**src/logic/eic_pkg.sv**
```systemverilog
// Purpose: Shared constants and types for the error flag and interrupt control block
// Assumes: One clock, synchronous active-low reset
// Notes:   Instruction codes, flag positions, bus offsets and reply codes
package eic_pkg;

    // Instruction codes
    localparam logic [7:0] INS_FLAG_CLEAR = 8'h24;
    localparam logic [7:0] INS_UNMASK     = 8'h19;
    localparam logic [7:0] INS_BLOCK      = 8'h1A;
    localparam logic [7:0] INS_ENTRY_SET  = 8'h25;
    localparam logic [7:0] INS_RETURN     = 8'h26;
    localparam logic [7:0] NUM_GLOBAL     = 8'hFF;

    // Flag-clear type codes
    localparam logic [7:0] CLR_ALL        = 8'h00;
    localparam logic [7:0] CLR_LAST       = 8'h05;

    // Error flag bit positions
    localparam int FLAG_W                 = 5;
    localparam int FLG_TIMEOUT            = 0;
    localparam int FLG_ALARM              = 1;
    localparam int FLG_DEVIATION          = 2;
    localparam int FLG_POSITION           = 3;
    localparam int FLG_SHUTDOWN           = 4;

    // Frame layout
    localparam logic [3:0] FRAME_LAST     = 4'h8;
    localparam logic [7:0] ST_OK          = 8'h64;
    localparam logic [7:0] ST_BAD_SUM     = 8'h01;

    // Register byte offsets
    localparam logic [7:0] OFS_CTRL       = 8'h00;
    localparam logic [7:0] OFS_ERR_FLAGS  = 8'h04;
    localparam logic [7:0] OFS_IRQ_EN     = 8'h08;
    localparam logic [7:0] OFS_STATUS     = 8'h0C;
    localparam logic [7:0] OFS_SAVED_PC   = 8'h10;
    localparam int         STAT_IDX_POS   = 8;
    localparam int         STAT_PEND_POS  = 16;

    // Reset values
    localparam logic       RST_GLOBAL_EN  = 1'b0;
    localparam logic [31:0] RST_WORD      = 32'h0000_0000;

    typedef struct packed {
        logic [7:0]  instr;
        logic [7:0]  kind;
        logic [7:0]  bank;
        logic [31:0] value;
    } eic_cmd_t;

    typedef struct packed {
        logic [31:0] acc;
        logic [31:0] xreg;
        logic [7:0]  flags;
        logic [31:0] pc;
    } eic_ctx_t;

    typedef enum logic [1:0] {
        ST_IDLE    = 2'b00,
        ST_FETCH   = 2'b01,
        ST_HANDLER = 2'b10
    } eic_state_t;

endpackage : eic_pkg

```
**src/logic/eic_frame_rx.sv**
```systemverilog
// Purpose: Assembles nine-byte command frames and checks the checksum
// Assumes: Bytes come from logic on the same clock, one per valid cycle
// Notes:   Frames for another target address are dropped silently
`timescale 1ns/1ns
`default_nettype none
module eic_frame_rx #(
    parameter logic [7:0] MY_ADDR = 8'h01
) (
    // Clock and reset
    input  wire logic              clock,
    input  wire logic              rst_n,
    // Byte stream
    input  wire logic [7:0]        rx_byte,
    input  wire logic              rx_valid,
    // Decoded frame
    output logic                   frm_valid,
    output logic                   frm_sum_ok,
    output eic_pkg::eic_cmd_t      frm_cmd
);
    import eic_pkg::*;

    logic [3:0]  idx_reg;
    logic [7:0]  sum_reg;
    logic [7:0]  addr_reg;
    logic [63:0] body_reg;
    wire         last_byte = rx_valid && (idx_reg == FRAME_LAST);
    wire  [7:0]  sum_next  = sum_reg + rx_byte;

    always_ff @(posedge clock) begin
        if (!rst_n) begin
            idx_reg    <= 4'h0;
            sum_reg    <= 8'h00;
            addr_reg   <= 8'h00;
            body_reg   <= 64'h0;
            frm_valid  <= 1'b0;
            frm_sum_ok <= 1'b0;
            frm_cmd    <= '0;
        end else begin
            frm_valid <= last_byte && (addr_reg == MY_ADDR);
            if (rx_valid) begin
                idx_reg <= last_byte ? 4'h0 : idx_reg + 4'h1;
                sum_reg <= last_byte ? 8'h00 : sum_next;
                if (idx_reg == 4'h0) begin
                    addr_reg <= rx_byte;
                end else if (!last_byte) begin
                    body_reg <= {body_reg[55:0], rx_byte};
                end
            end
            if (last_byte) begin
                frm_sum_ok <= (rx_byte == sum_reg);
                frm_cmd    <= body_reg[55:0];
            end
        end
    end
endmodule : eic_frame_rx
`default_nettype wire

```
**src/logic/eic_top.sv**
```systemverilog
// Purpose: Error flag clearing and interrupt control for a command interpreter
// Assumes: Frame bytes and CPU context on this clock; events and sources are pins
// Notes:   Registers over APB with one wait state; no nested handlers
//
// Overview of operation
// Instruction 36 clears error flags chosen by type; bank and value ignored.
// Type 0 clears every error flag at once.
// Type 1 clears only the timeout flag.
// Type 2 clears only the external alarm flag.
// Type 3 clears only the deviation flag.
// Type 4 clears only the position error flag.
// Type 5 clears only the shutdown flag.
// Instruction 25 enables the interrupt numbered by type.
// Enable with number 255 turns global interrupt processing on.
// Instruction 26 disables the interrupt numbered by type.
// Disable with number 255 turns global interrupt processing off.
// Instruction 37 stores value as handler entry for the numbered interrupt.
// Program supplies the handler's first instruction address as vector.
// A later vector for the same number replaces the stored one.
// Instruction 38 ends the handler and resumes the interrupted program.
// Return restores accumulator, X register, flags and program counter.
// Every handler in the program ends with the return instruction.
// Program flow never falls through into a handler body.
// Frame is address, instruction, type, bank, value msb first, checksum.
// Checksum is modulo-256 sum of eight bytes; success reply status 100.
// Entry saves context and jumps to vector only if both enables set.
//
// Our own choices: register access over APB and the placing of the registers.
`timescale 1ns/1ns
`default_nettype none
module eic_top #(
    parameter int         N_IRQ   = 8,
    parameter int         IW      = 3,
    parameter logic [7:0] MY_ADDR = 8'h01
) (
    // Clock and reset
    input  wire logic               clock,
    input  wire logic               rst_n,
    // APB slave
    input  wire logic [7:0]         paddr,
    input  wire logic               psel,
    input  wire logic               penable,
    input  wire logic               pwrite,
    input  wire logic [31:0]        pwdata,
    output logic                    pready,
    output logic [31:0]             prdata,
    output logic                    pslverr,
    // Command frame bytes
    input  wire logic [7:0]         rx_byte,
    input  wire logic               rx_valid,
    // Reply
    output logic                    reply_valid,
    output logic [7:0]              reply_status,
    output logic [7:0]              reply_instr,
    // Error events and interrupt sources, asynchronous
    input  wire logic [4:0]         err_event,
    input  wire logic [N_IRQ-1:0]   irq_src,
    // CPU context
    input  wire eic_pkg::eic_ctx_t  cpu_ctx,
    output logic                    jump_valid,
    output logic [31:0]             jump_pc,
    output logic                    restore_valid,
    output eic_pkg::eic_ctx_t       restore_ctx
);
    import eic_pkg::*;

    // Flag-clear type to flag mask
    function automatic logic [FLAG_W-1:0] clr_mask(input logic [7:0] kind);
        logic [FLAG_W-1:0] m;
        m = '0;
        if (kind == CLR_ALL) begin
            m = '1;
        end else if (kind <= CLR_LAST) begin
            m[kind[2:0] - 3'h1] = 1'b1;
        end
        return m;
    endfunction : clr_mask

    // Lowest-numbered set bit wins
    function automatic logic [IW-1:0] first_set(input logic [N_IRQ-1:0] v);
        logic [IW-1:0] n;
        n = '0;
        for (int i = N_IRQ - 1; i >= 0; i--) begin
            if (v[i]) begin
                n = IW'(i);
            end
        end
        return n;
    endfunction : first_set

    // Frame receiver
    logic      frm_valid;
    logic      frm_sum_ok;
    eic_cmd_t  cmd;

    eic_frame_rx #(
        .MY_ADDR (MY_ADDR)
    ) u_rx (
        .clock      (clock),
        .rst_n      (rst_n),
        .rx_byte    (rx_byte),
        .rx_valid   (rx_valid),
        .frm_valid  (frm_valid),
        .frm_sum_ok (frm_sum_ok),
        .frm_cmd    (cmd)
    );

    // Pin synchronisers; third irq stage for edge detect
    logic [4:0]       err_s1_reg;
    logic [4:0]       err_s2_reg;
    logic [N_IRQ-1:0] irq_s1_reg;
    logic [N_IRQ-1:0] irq_s2_reg;
    logic [N_IRQ-1:0] irq_s3_reg;

    always_ff @(posedge clock) begin
        if (!rst_n) begin
            err_s1_reg <= '0;
            err_s2_reg <= '0;
            irq_s1_reg <= '0;
            irq_s2_reg <= '0;
            irq_s3_reg <= '0;
        end else begin
            err_s1_reg <= err_event;
            err_s2_reg <= err_s1_reg;
            irq_s1_reg <= irq_src;
            irq_s2_reg <= irq_s1_reg;
            irq_s3_reg <= irq_s2_reg;
        end
    end

    // Command decode
    wire       cmd_ok     = frm_valid && frm_sum_ok;
    wire       is_clear   = cmd_ok && (cmd.instr == INS_FLAG_CLEAR);
    wire       is_unmask  = cmd_ok && (cmd.instr == INS_UNMASK);
    wire       is_block   = cmd_ok && (cmd.instr == INS_BLOCK);
    wire       is_entry   = cmd_ok && (cmd.instr == INS_ENTRY_SET);
    wire       is_return  = cmd_ok && (cmd.instr == INS_RETURN);
    wire       is_mine    = is_clear || is_unmask || is_block || is_entry || is_return;
    wire       num_global = (cmd.kind == NUM_GLOBAL);
    wire       num_in     = (cmd.kind < 8'(N_IRQ));
    wire [IW-1:0]    num_idx = cmd.kind[IW-1:0];
    wire [N_IRQ-1:0] num_bit = num_in ? (N_IRQ'(1) << num_idx) : '0;

    // APB decode; writes land on the edge that completes the access
    logic             pready_reg;
    wire              apb_access = psel && penable && !pready;
    wire              apb_done   = psel && penable && pready;
    wire              apb_wr     = apb_done && pwrite;
    wire              wr_ctrl    = apb_wr && (paddr == OFS_CTRL);
    wire              wr_err     = apb_wr && (paddr == OFS_ERR_FLAGS);
    wire              wr_en      = apb_wr && (paddr == OFS_IRQ_EN);

    // Error flags: pins set, command or bus clears; set wins
    logic [FLAG_W-1:0] err_flags_reg;
    wire  [FLAG_W-1:0] cmd_clr  = is_clear ? clr_mask(cmd.kind) : '0;
    wire  [FLAG_W-1:0] bus_clr  = wr_err ? pwdata[FLAG_W-1:0] : '0;
    wire  [FLAG_W-1:0] err_next = (err_flags_reg & ~(cmd_clr | bus_clr)) | err_s2_reg;

    // Enables: command wins over a bus write in the same cycle
    logic             global_en_reg;
    logic [N_IRQ-1:0] irq_en_reg;
    wire              glob_base  = wr_ctrl ? pwdata[0] : global_en_reg;
    wire              global_next = (is_unmask && num_global) ? 1'b1 :
                                    (is_block && num_global) ? 1'b0 :
                                    glob_base;
    wire [N_IRQ-1:0]  en_base    = wr_en ? pwdata[N_IRQ-1:0] : irq_en_reg;
    wire [N_IRQ-1:0]  en_set     = is_unmask ? num_bit : '0;
    wire [N_IRQ-1:0]  en_clr     = is_block ? num_bit : '0;
    wire [N_IRQ-1:0]  en_next    = (en_base | en_set) & ~en_clr;

    // Pending sources, rising edge sets; entry clears the taken one
    eic_state_t       state_reg;
    logic [N_IRQ-1:0] pend_reg;
    logic [IW-1:0]    active_reg;
    eic_ctx_t         saved_reg;
    wire [N_IRQ-1:0]  src_rise  = irq_s2_reg & ~irq_s3_reg;
    wire [N_IRQ-1:0]  eligible  = global_en_reg ? (pend_reg & irq_en_reg) : '0;
    wire              take_irq  = (state_reg == ST_IDLE) && (eligible != '0);
    wire [IW-1:0]     take_idx  = first_set(eligible);
    wire [N_IRQ-1:0]  take_bit  = take_irq ? (N_IRQ'(1) << take_idx) : '0;
    wire [N_IRQ-1:0]  pend_next = (pend_reg & ~take_bit) | src_rise;
    wire              leave     = (state_reg == ST_HANDLER) && is_return;

    // Entry addresses; a redefinition simply overwrites the word
    logic [31:0]      vec_rd;

    eic_vec_mem #(
        .AW (IW),
        .DW (32)
    ) u_vec (
        .clock   (clock),
        .wr_en   (is_entry && num_in),
        .wr_addr (num_idx),
        .wr_data (cmd.value),
        .rd_addr (take_idx),
        .rd_data (vec_rd)
    );

    always_ff @(posedge clock) begin
        if (!rst_n) begin
            err_flags_reg <= '0;
            global_en_reg <= RST_GLOBAL_EN;
            irq_en_reg    <= '0;
            pend_reg      <= '0;
        end else begin
            err_flags_reg <= err_next;
            global_en_reg <= global_next;
            irq_en_reg    <= en_next;
            pend_reg      <= pend_next;
        end
    end

    // Entry and return sequence
    always_ff @(posedge clock) begin
        if (!rst_n) begin
            state_reg     <= ST_IDLE;
            active_reg    <= '0;
            saved_reg     <= '0;
            jump_valid    <= 1'b0;
            jump_pc       <= RST_WORD;
            restore_valid <= 1'b0;
            restore_ctx   <= '0;
        end else begin
            jump_valid    <= 1'b0;
            restore_valid <= 1'b0;
            case (state_reg)
                ST_IDLE: begin
                    if (take_irq) begin
                        saved_reg  <= cpu_ctx;
                        active_reg <= take_idx;
                        state_reg  <= ST_FETCH;
                    end
                end
                ST_FETCH: begin
                    jump_valid <= 1'b1;
                    jump_pc    <= vec_rd;
                    state_reg  <= ST_HANDLER;
                end
                ST_HANDLER: begin
                    if (leave) begin
                        restore_valid <= 1'b1;
                        restore_ctx   <= saved_reg;
                        state_reg     <= ST_IDLE;
                    end
                end
                default: begin
                    state_reg <= ST_IDLE;
                end
            endcase
        end
    end

    // Reply for frames this block owns or that fail the checksum
    always_ff @(posedge clock) begin
        if (!rst_n) begin
            reply_valid  <= 1'b0;
            reply_status <= 8'h00;
            reply_instr  <= 8'h00;
        end else begin
            reply_valid <= is_mine || (frm_valid && !frm_sum_ok);
            if (frm_valid) begin
                reply_status <= frm_sum_ok ? ST_OK : ST_BAD_SUM;
                reply_instr  <= cmd.instr;
            end
        end
    end

    // Register read mux
    wire        sel_ctrl  = (paddr == OFS_CTRL);
    wire        sel_err   = (paddr == OFS_ERR_FLAGS);
    wire        sel_en    = (paddr == OFS_IRQ_EN);
    wire        sel_stat  = (paddr == OFS_STATUS);
    wire        sel_pc    = (paddr == OFS_SAVED_PC);
    wire        mapped    = sel_ctrl || sel_err || sel_en || sel_stat || sel_pc;
    wire [31:0] stat_word = (32'(state_reg))
                          | (32'(active_reg) << STAT_IDX_POS)
                          | (32'(pend_reg) << STAT_PEND_POS);
    wire [31:0] rd_word   = sel_ctrl ? 32'(global_en_reg) :
                            sel_err  ? 32'(err_flags_reg) :
                            sel_en   ? 32'(irq_en_reg)    :
                            sel_stat ? stat_word          :
                            sel_pc   ? saved_reg.pc       : RST_WORD;

    // One wait state: answer registered in the first access cycle
    always_ff @(posedge clock) begin
        if (!rst_n) begin
            pready_reg <= 1'b0;
            prdata     <= RST_WORD;
            pslverr    <= 1'b0;
        end else begin
            pready_reg <= apb_access;
            if (apb_access) begin
                prdata  <= pwrite ? RST_WORD : rd_word;
                pslverr <= !mapped;
            end else begin
                pslverr <= 1'b0;
            end
        end
    end

    assign pready = pready_reg;

endmodule : eic_top
`default_nettype wire

```
**src/logic/eic_vec_mem.sv**
```systemverilog
// Purpose: Handler entry address store, one word per interrupt number
// Assumes: Read data registered, one cycle after the address
// Notes:   Read of a word being written returns the old word
`timescale 1ns/1ns
`default_nettype none
module eic_vec_mem #(
    parameter int AW = 3,
    parameter int DW = 32
) (
    // Clock
    input  wire logic          clock,
    // Write port
    input  wire logic          wr_en,
    input  wire logic [AW-1:0] wr_addr,
    input  wire logic [DW-1:0] wr_data,
    // Read port
    input  wire logic [AW-1:0] rd_addr,
    output logic      [DW-1:0] rd_data
);
    logic [DW-1:0] mem [0:(1<<AW)-1];

    always_ff @(posedge clock) begin
        if (wr_en) begin
            mem[wr_addr] <= wr_data;
        end
    end

    always_ff @(posedge clock) begin
        rd_data <= mem[rd_addr];
    end
endmodule : eic_vec_mem
`default_nettype wire

```
**config.mk**
```make
export PLATFORM = sky130hd
export DESIGN_NAME = eic_top
export DESIGN_NICKNAME = d
export VERILOG_FILES = /design/src/logic/eic_pkg.sv /design/src/logic/eic_frame_rx.sv /design/src/logic/eic_top.sv /design/src/logic/eic_vec_mem.sv
export SDC_FILE = /design/constraint.sdc
export NUM_CORES = 1
export LEC_CHECK = 0
export BUFFER_PORTS_ARGS = -buffer_cell sky130_fd_sc_hd__buf_4
export CAP_MARGIN = 10
export CORE_MARGIN = 2
export CORE_UTILIZATION = 45
export DETAILED_ROUTE_END_ITERATION = 8
export PLACE_DENSITY_LB_ADDON = 0.12
export SYNTH_ARGS = -nofsm -noshare
export SYNTH_HDL_FRONTEND = slang
export SYNTH_HIERARCHICAL = 1
export SYNTH_SLANG_ARGS = --single-unit
```
**constraint.sdc**
```tcl
create_clock -name clock -period 4 [get_ports clock]
set_clock_uncertainty 0.1 [all_clocks]
set_input_delay 0.6 -clock clock [delete_from_list [all_inputs] [get_ports clock]]
set_output_delay 0.6 -clock clock [all_outputs]
set_load 0.03 [all_outputs]
```
-- Word level (Yosys, flattened, before mapping)
Memory sizes are Yosys's and may differ from the RTL's. A register that Yosys moved wholly into a read port is not among the register bits.
Index checks and enable logic that the tools add are counted.
- register bits: 480
- RAM bits: 256
- memories kept: 1
- logic and storage cells: 167
- eq/ne operators: 17
- order comparisons: 4
- shifts and indexed selects: 2
- add/sub/neg operators: 3
- mux-type cells: 39
- reductions and logical operators: 47
- bitwise operators: 17
- memory list (memory ; depth ; bits a word ; rd ports ; clocked after memory_dff ; write ports ; RTL line ; text):
    u_vec.mem ; 8 ; 32 ; 1 ; 1 ; 1 ; eic_vec_mem.sv:20 ; logic [DW-1:0] mem [0:(1<<AW)-1];
- operator list (kind ; count):
    $mux 32 ; 6
    $mux 8 ; 7
    $and 8x8->8 ; 4
    $eq 8x5->1 const B ; 3
    $eq 8x6->1 const B ; 3
    $mux 3 ; 8
    $not 8->8 ; 3
    $or 11x24->24 ; 1
    $logic_and 1x1->1 ; 22
    $mux 5 ; 4
    $eq 8x4->1 const B ; 2
    $logic_not 8->1 ; 2
    $or 8x8->8 ; 2
    $shl 1x3->8 const A ; 2
    $reduce_and 2->1 ; 6
    $or 2x11->11 ; 1
    $or 5x5->5 ; 2
    $logic_or 1x1->1 ; 9
    $add 8x8->8 ; 1
    $eq 8x1->1 const B ; 1
    $eq 8x3->1 const B ; 1
    $eq 8x8->1 ; 1
    $eq 8x8->1 const B ; 1
    $le 8x3->1 const B ; 1
    24 further kinds ; 36

-- Depth between registers and ports, before layout
- word-level depth: 15
- mapped depth: 9

-- Cells and area by module
Netlist, hierarchy kept.
- by module, submodules not included (module ; cells each ; instances ; area each (sq um)):
    eic_top ; 1410 ; 1 ; 12749.7
    eic_vec_mem ; 415 ; 1 ; 10466.3
    eic_frame_rx ; 636 ; 1 ; 5348.9

-- Worst setup path after synthesis
OpenSTA, ideal clock, no wires.
- path type: register -> register
- from: register u_rx/frm_cmd[54] (netlist name)
- to: memory u_vec.mem[0][0] (enable)
- stages on the path, launching flop included: 6
- data required time: 3439 ps
- data arrival time: 3489 ps
- slack: -50 ps
- setup time: 461 ps
- path through: dfxtp_1 > nand4bb_1 > or3b_2 > nor2_1 > nand2b_1 > nor3_1
- longest elaborated chain between the ends: 5
- RTL lines (item ; RTL line ; text):
    from (decl) ; eic_frame_rx.sv:18 ; output eic_pkg::eic_cmd_t frm_cmd
    from (signal assigned) ; eic_frame_rx.sv:51 ; frm_cmd <= body_reg[55:0];
    $eq 8x6->1 ; eic_top.sv:136 ; wire is_entry = cmd_ok && (cmd.instr == INS_ENTRY_SET);
    $logic_and 1x1->1 ; eic_top.sv:136 ;
    $logic_and 1x1->1 ; eic_top.sv:192 ; .wr_en (is_entry && num_in),
    $mux 1 ; eic_vec_mem.sv:23 ; if (wr_en) begin
    $mux 1 (not written as such) ; eic_vec_mem.sv:24 ; mem[wr_addr] <= wr_data;
    to (decl) ; eic_vec_mem.sv:20 ;
No other way between the ends.

-- Worst setup path in the final report
- from: register u_rx.frm_valid
- to: register restore_ctx[0] (netlist name)
- longest elaborated chain between the ends: 4
- RTL lines (item ; RTL line ; text):
    from (decl) ; eic_frame_rx.sv:16 ; output logic frm_valid,
    from (signal assigned) ; eic_frame_rx.sv:39 ; frm_valid <= last_byte && (addr_reg == MY_ADDR);
    $logic_and 1x1->1 ; eic_top.sv:132 ; wire cmd_ok = frm_valid && frm_sum_ok;
    $logic_and 1x1->1 ; eic_top.sv:137 ; wire is_return = cmd_ok && (cmd.instr == INS_RETURN);
    $logic_and 1x1->1 ; eic_top.sv:182 ; wire leave = (state_reg == ST_HANDLER) && is_return;
    $reduce_and 2->1 (no line) ; -- ;
    to (signal assigned) ; eic_top.sv:242 ; restore_ctx <= saved_reg;
    to (decl) ; eic_top.sv:63 ; output eic_pkg::eic_ctx_t restore_ctx
No other way between the ends.
A chain may end at the register's enable or synchronous reset.

==> results.md <==
- Vias in the first global route: 18,200
- Finished Cell Area: 34,200 sq um
- FF-to-FF Start: u_rx/frm_valid
- Port-buffer cells: 331
- Final WL: 67.6 mm
- Initial Util: 45.7%
- Initial antenna violation count: 1
- Pin count of the biggest net entering global routing: 129
- GP Congestion: 0.825
- Worst path slowest cell: nand4b_1
- Clk root buf: clkbuf_16
- Slowest Stage Delay on Critical Path: 720 ps
- PwrDens: 464 nW/um^2
- CP arrival: 3490 ps
- H-tree depth: 3
- Core ar.: 61,900 sq um
- Hold Crit Depth: 2
- Startpoint types: flip-flop
- Clk_lat worst skew: 600 ps
- Share of layout cells above drive strength 1: 21.2%
- Worst R2R Setup Slack: 870 ps
- Placed cell count: 3,472
- Crit Path Max Fanout: 22
- Worst Path Required: 4360 ps
- Max reg flops: 256
- Die W: 255 microns
- Final cell count without fillers: 3,618
- DRC viols: 0
- Kind of critical path: flip-flop to flip-flop
- CP dominant cell by count: buf_4
- Mean Syn Cell Area: 11.6 sq um
- CP endpoint kind: flip-flop
- Fmax: 320 MHz
- Nets@finish: 2,902
- Clock Sinks: 762
- Worst VDD drop: 0.280 mV
- HP Class: primary input to flip-flop
- Crit Reg-Reg Endpoint: restore_ctx[0]
- Slew @ Worst Pin: 916 ps
- Tot Pwr: 0.0159 W
- Synthesized instance count: 2,429
- Routed Antenna Nets: 0
- CTS Hold Bufs: 0
- Clock Tree Buf Depth: 3
- DR pass1 iterations: 6
- Die area: 64,900 sq um
- Placed Area: 31,500 sq um
- Top delay family on crit path: simple AND/OR/NAND/NOR gates
- DRT iter0 DRCs: 1,549
- Final min period: 3130 ps
- CTS buffer count: 79
- Via Count: 18,700
- Max_cap viols: 0
- Vias per cell: 5.17
- Gr ovfl total: 0
- Overall Global Routing Usage: 20.3%
- RSZ-0062 raised after global routing: false
- Postcts setup bufs: 0
- Critical path buffer and inverter count: 3
- Crit path from: u_rx/frm_valid
- Clock-pin slew on the worst setup and hold paths: 60 ps
- Setup TNS: 0 ps
- Hold Path Origin: irq_src[5]
- Hold Violations, Final: 0
- Synth-to-layout area growth: 20.9%
- Final Cycle Share: 78.2%
- Synthesized cell area: 28,300 sq um
- Cts repair resizes: 0
- ANT cells: 0
- DIE HEIGHT: 255 microns
- CTS tree: yes
- Leak: 13.4 nW
- Fin. max-slew vios: 0
- Critical-path cell list: buf_4 > nand4bb_1 > nor3b_1 > buf_4 > nand4b_1 > buf_4 > mux2i_1 > nor2_1
- Row cnt: 91
- Status: complete, no violations
- Synth Warn #: 6
- Detailed placement HPWL: 42.4 mm
- Reg2reg path depth: 8
- Hold EP: irq_s1_reg[5]
- DR WL/cell: 18.7 microns
- Slew margin rel.: 38.6%
- Final setup violation count: 0
- First-pass GRT wire length: 102 mm
- I/O pin cnt: 360
-- worst max-delay path by stage --
stage                  endpoint  slack, ps  cells after the start
5_1_grt         restore_ctx[19]        710                      8
2_1_floorplan   u_vec/mem[2][0]        810                      5
3_3_place_gp   restore_ctx[101]        940                      8
4_1_cts          restore_ctx[0]        870                      8
6_report         restore_ctx[0]        870                      8
3_5_place_dp    restore_ctx[15]        890                      8
-- power by group --
group | switching [W] | internal [W] | total, W
Combinational | 0.000230 | 0.000186 | 0.000416
Sequential | 0.0000304 | 0.00799 | 0.00802
Clock | 0.00297 | 0.00446 | 0.00744
Total | 0.00324 | 0.0126 | 0.0159
-- metrics by stage --
stage | util [%] | worst slack [ps] | hold slack, ps
2_1_floorplan | - | 807 | 297
3_3_place_gp | 50.9 | 936 | 304
3_5_place_dp | 50.9 | 888 | 311
4_1_cts | 55.2 | 868 | 66.6
5_1_grt | 55.2 | 711 | 81.6
6_report | 55.2 | 873 | 104
-- routing by layer --
| layer | track usage (%) | part of all wire [%] |
|---|---|---|
| met5 | 0 | 0.018 |
| met3 | 3.87 | 5.5 |
| met1 | 26.2 | 43 |
| met4 | 6.83 | 2.5 |
| met2 | 34.3 | 49 |
-- placed cells by master (no fill, tap or decap), types with 24 or more instances in the layout --
master	n
a22oi_1	32
buf_4	360
a21oi_1	167
mux4_1	40
nand2_1	556
nor2_1	152
mux2_2	32
edfxtp_1	256
and2_1	39
dfxtp_1	506
clkbuf_16	84
mux2i_1	126
mux4_2	24
a21boi_0	115
-- layout make-up --
cell class,count,area (sq um)
repair buffers,367,2840
multi-input cells,1489,9760
clock inverters,36,342
clock buffers,110,2330
fillers,5414,27700
flip-flops and latches,762,17800
inverters,17,71.3
well taps,837,1050
(Power assumes the default switching activity.)
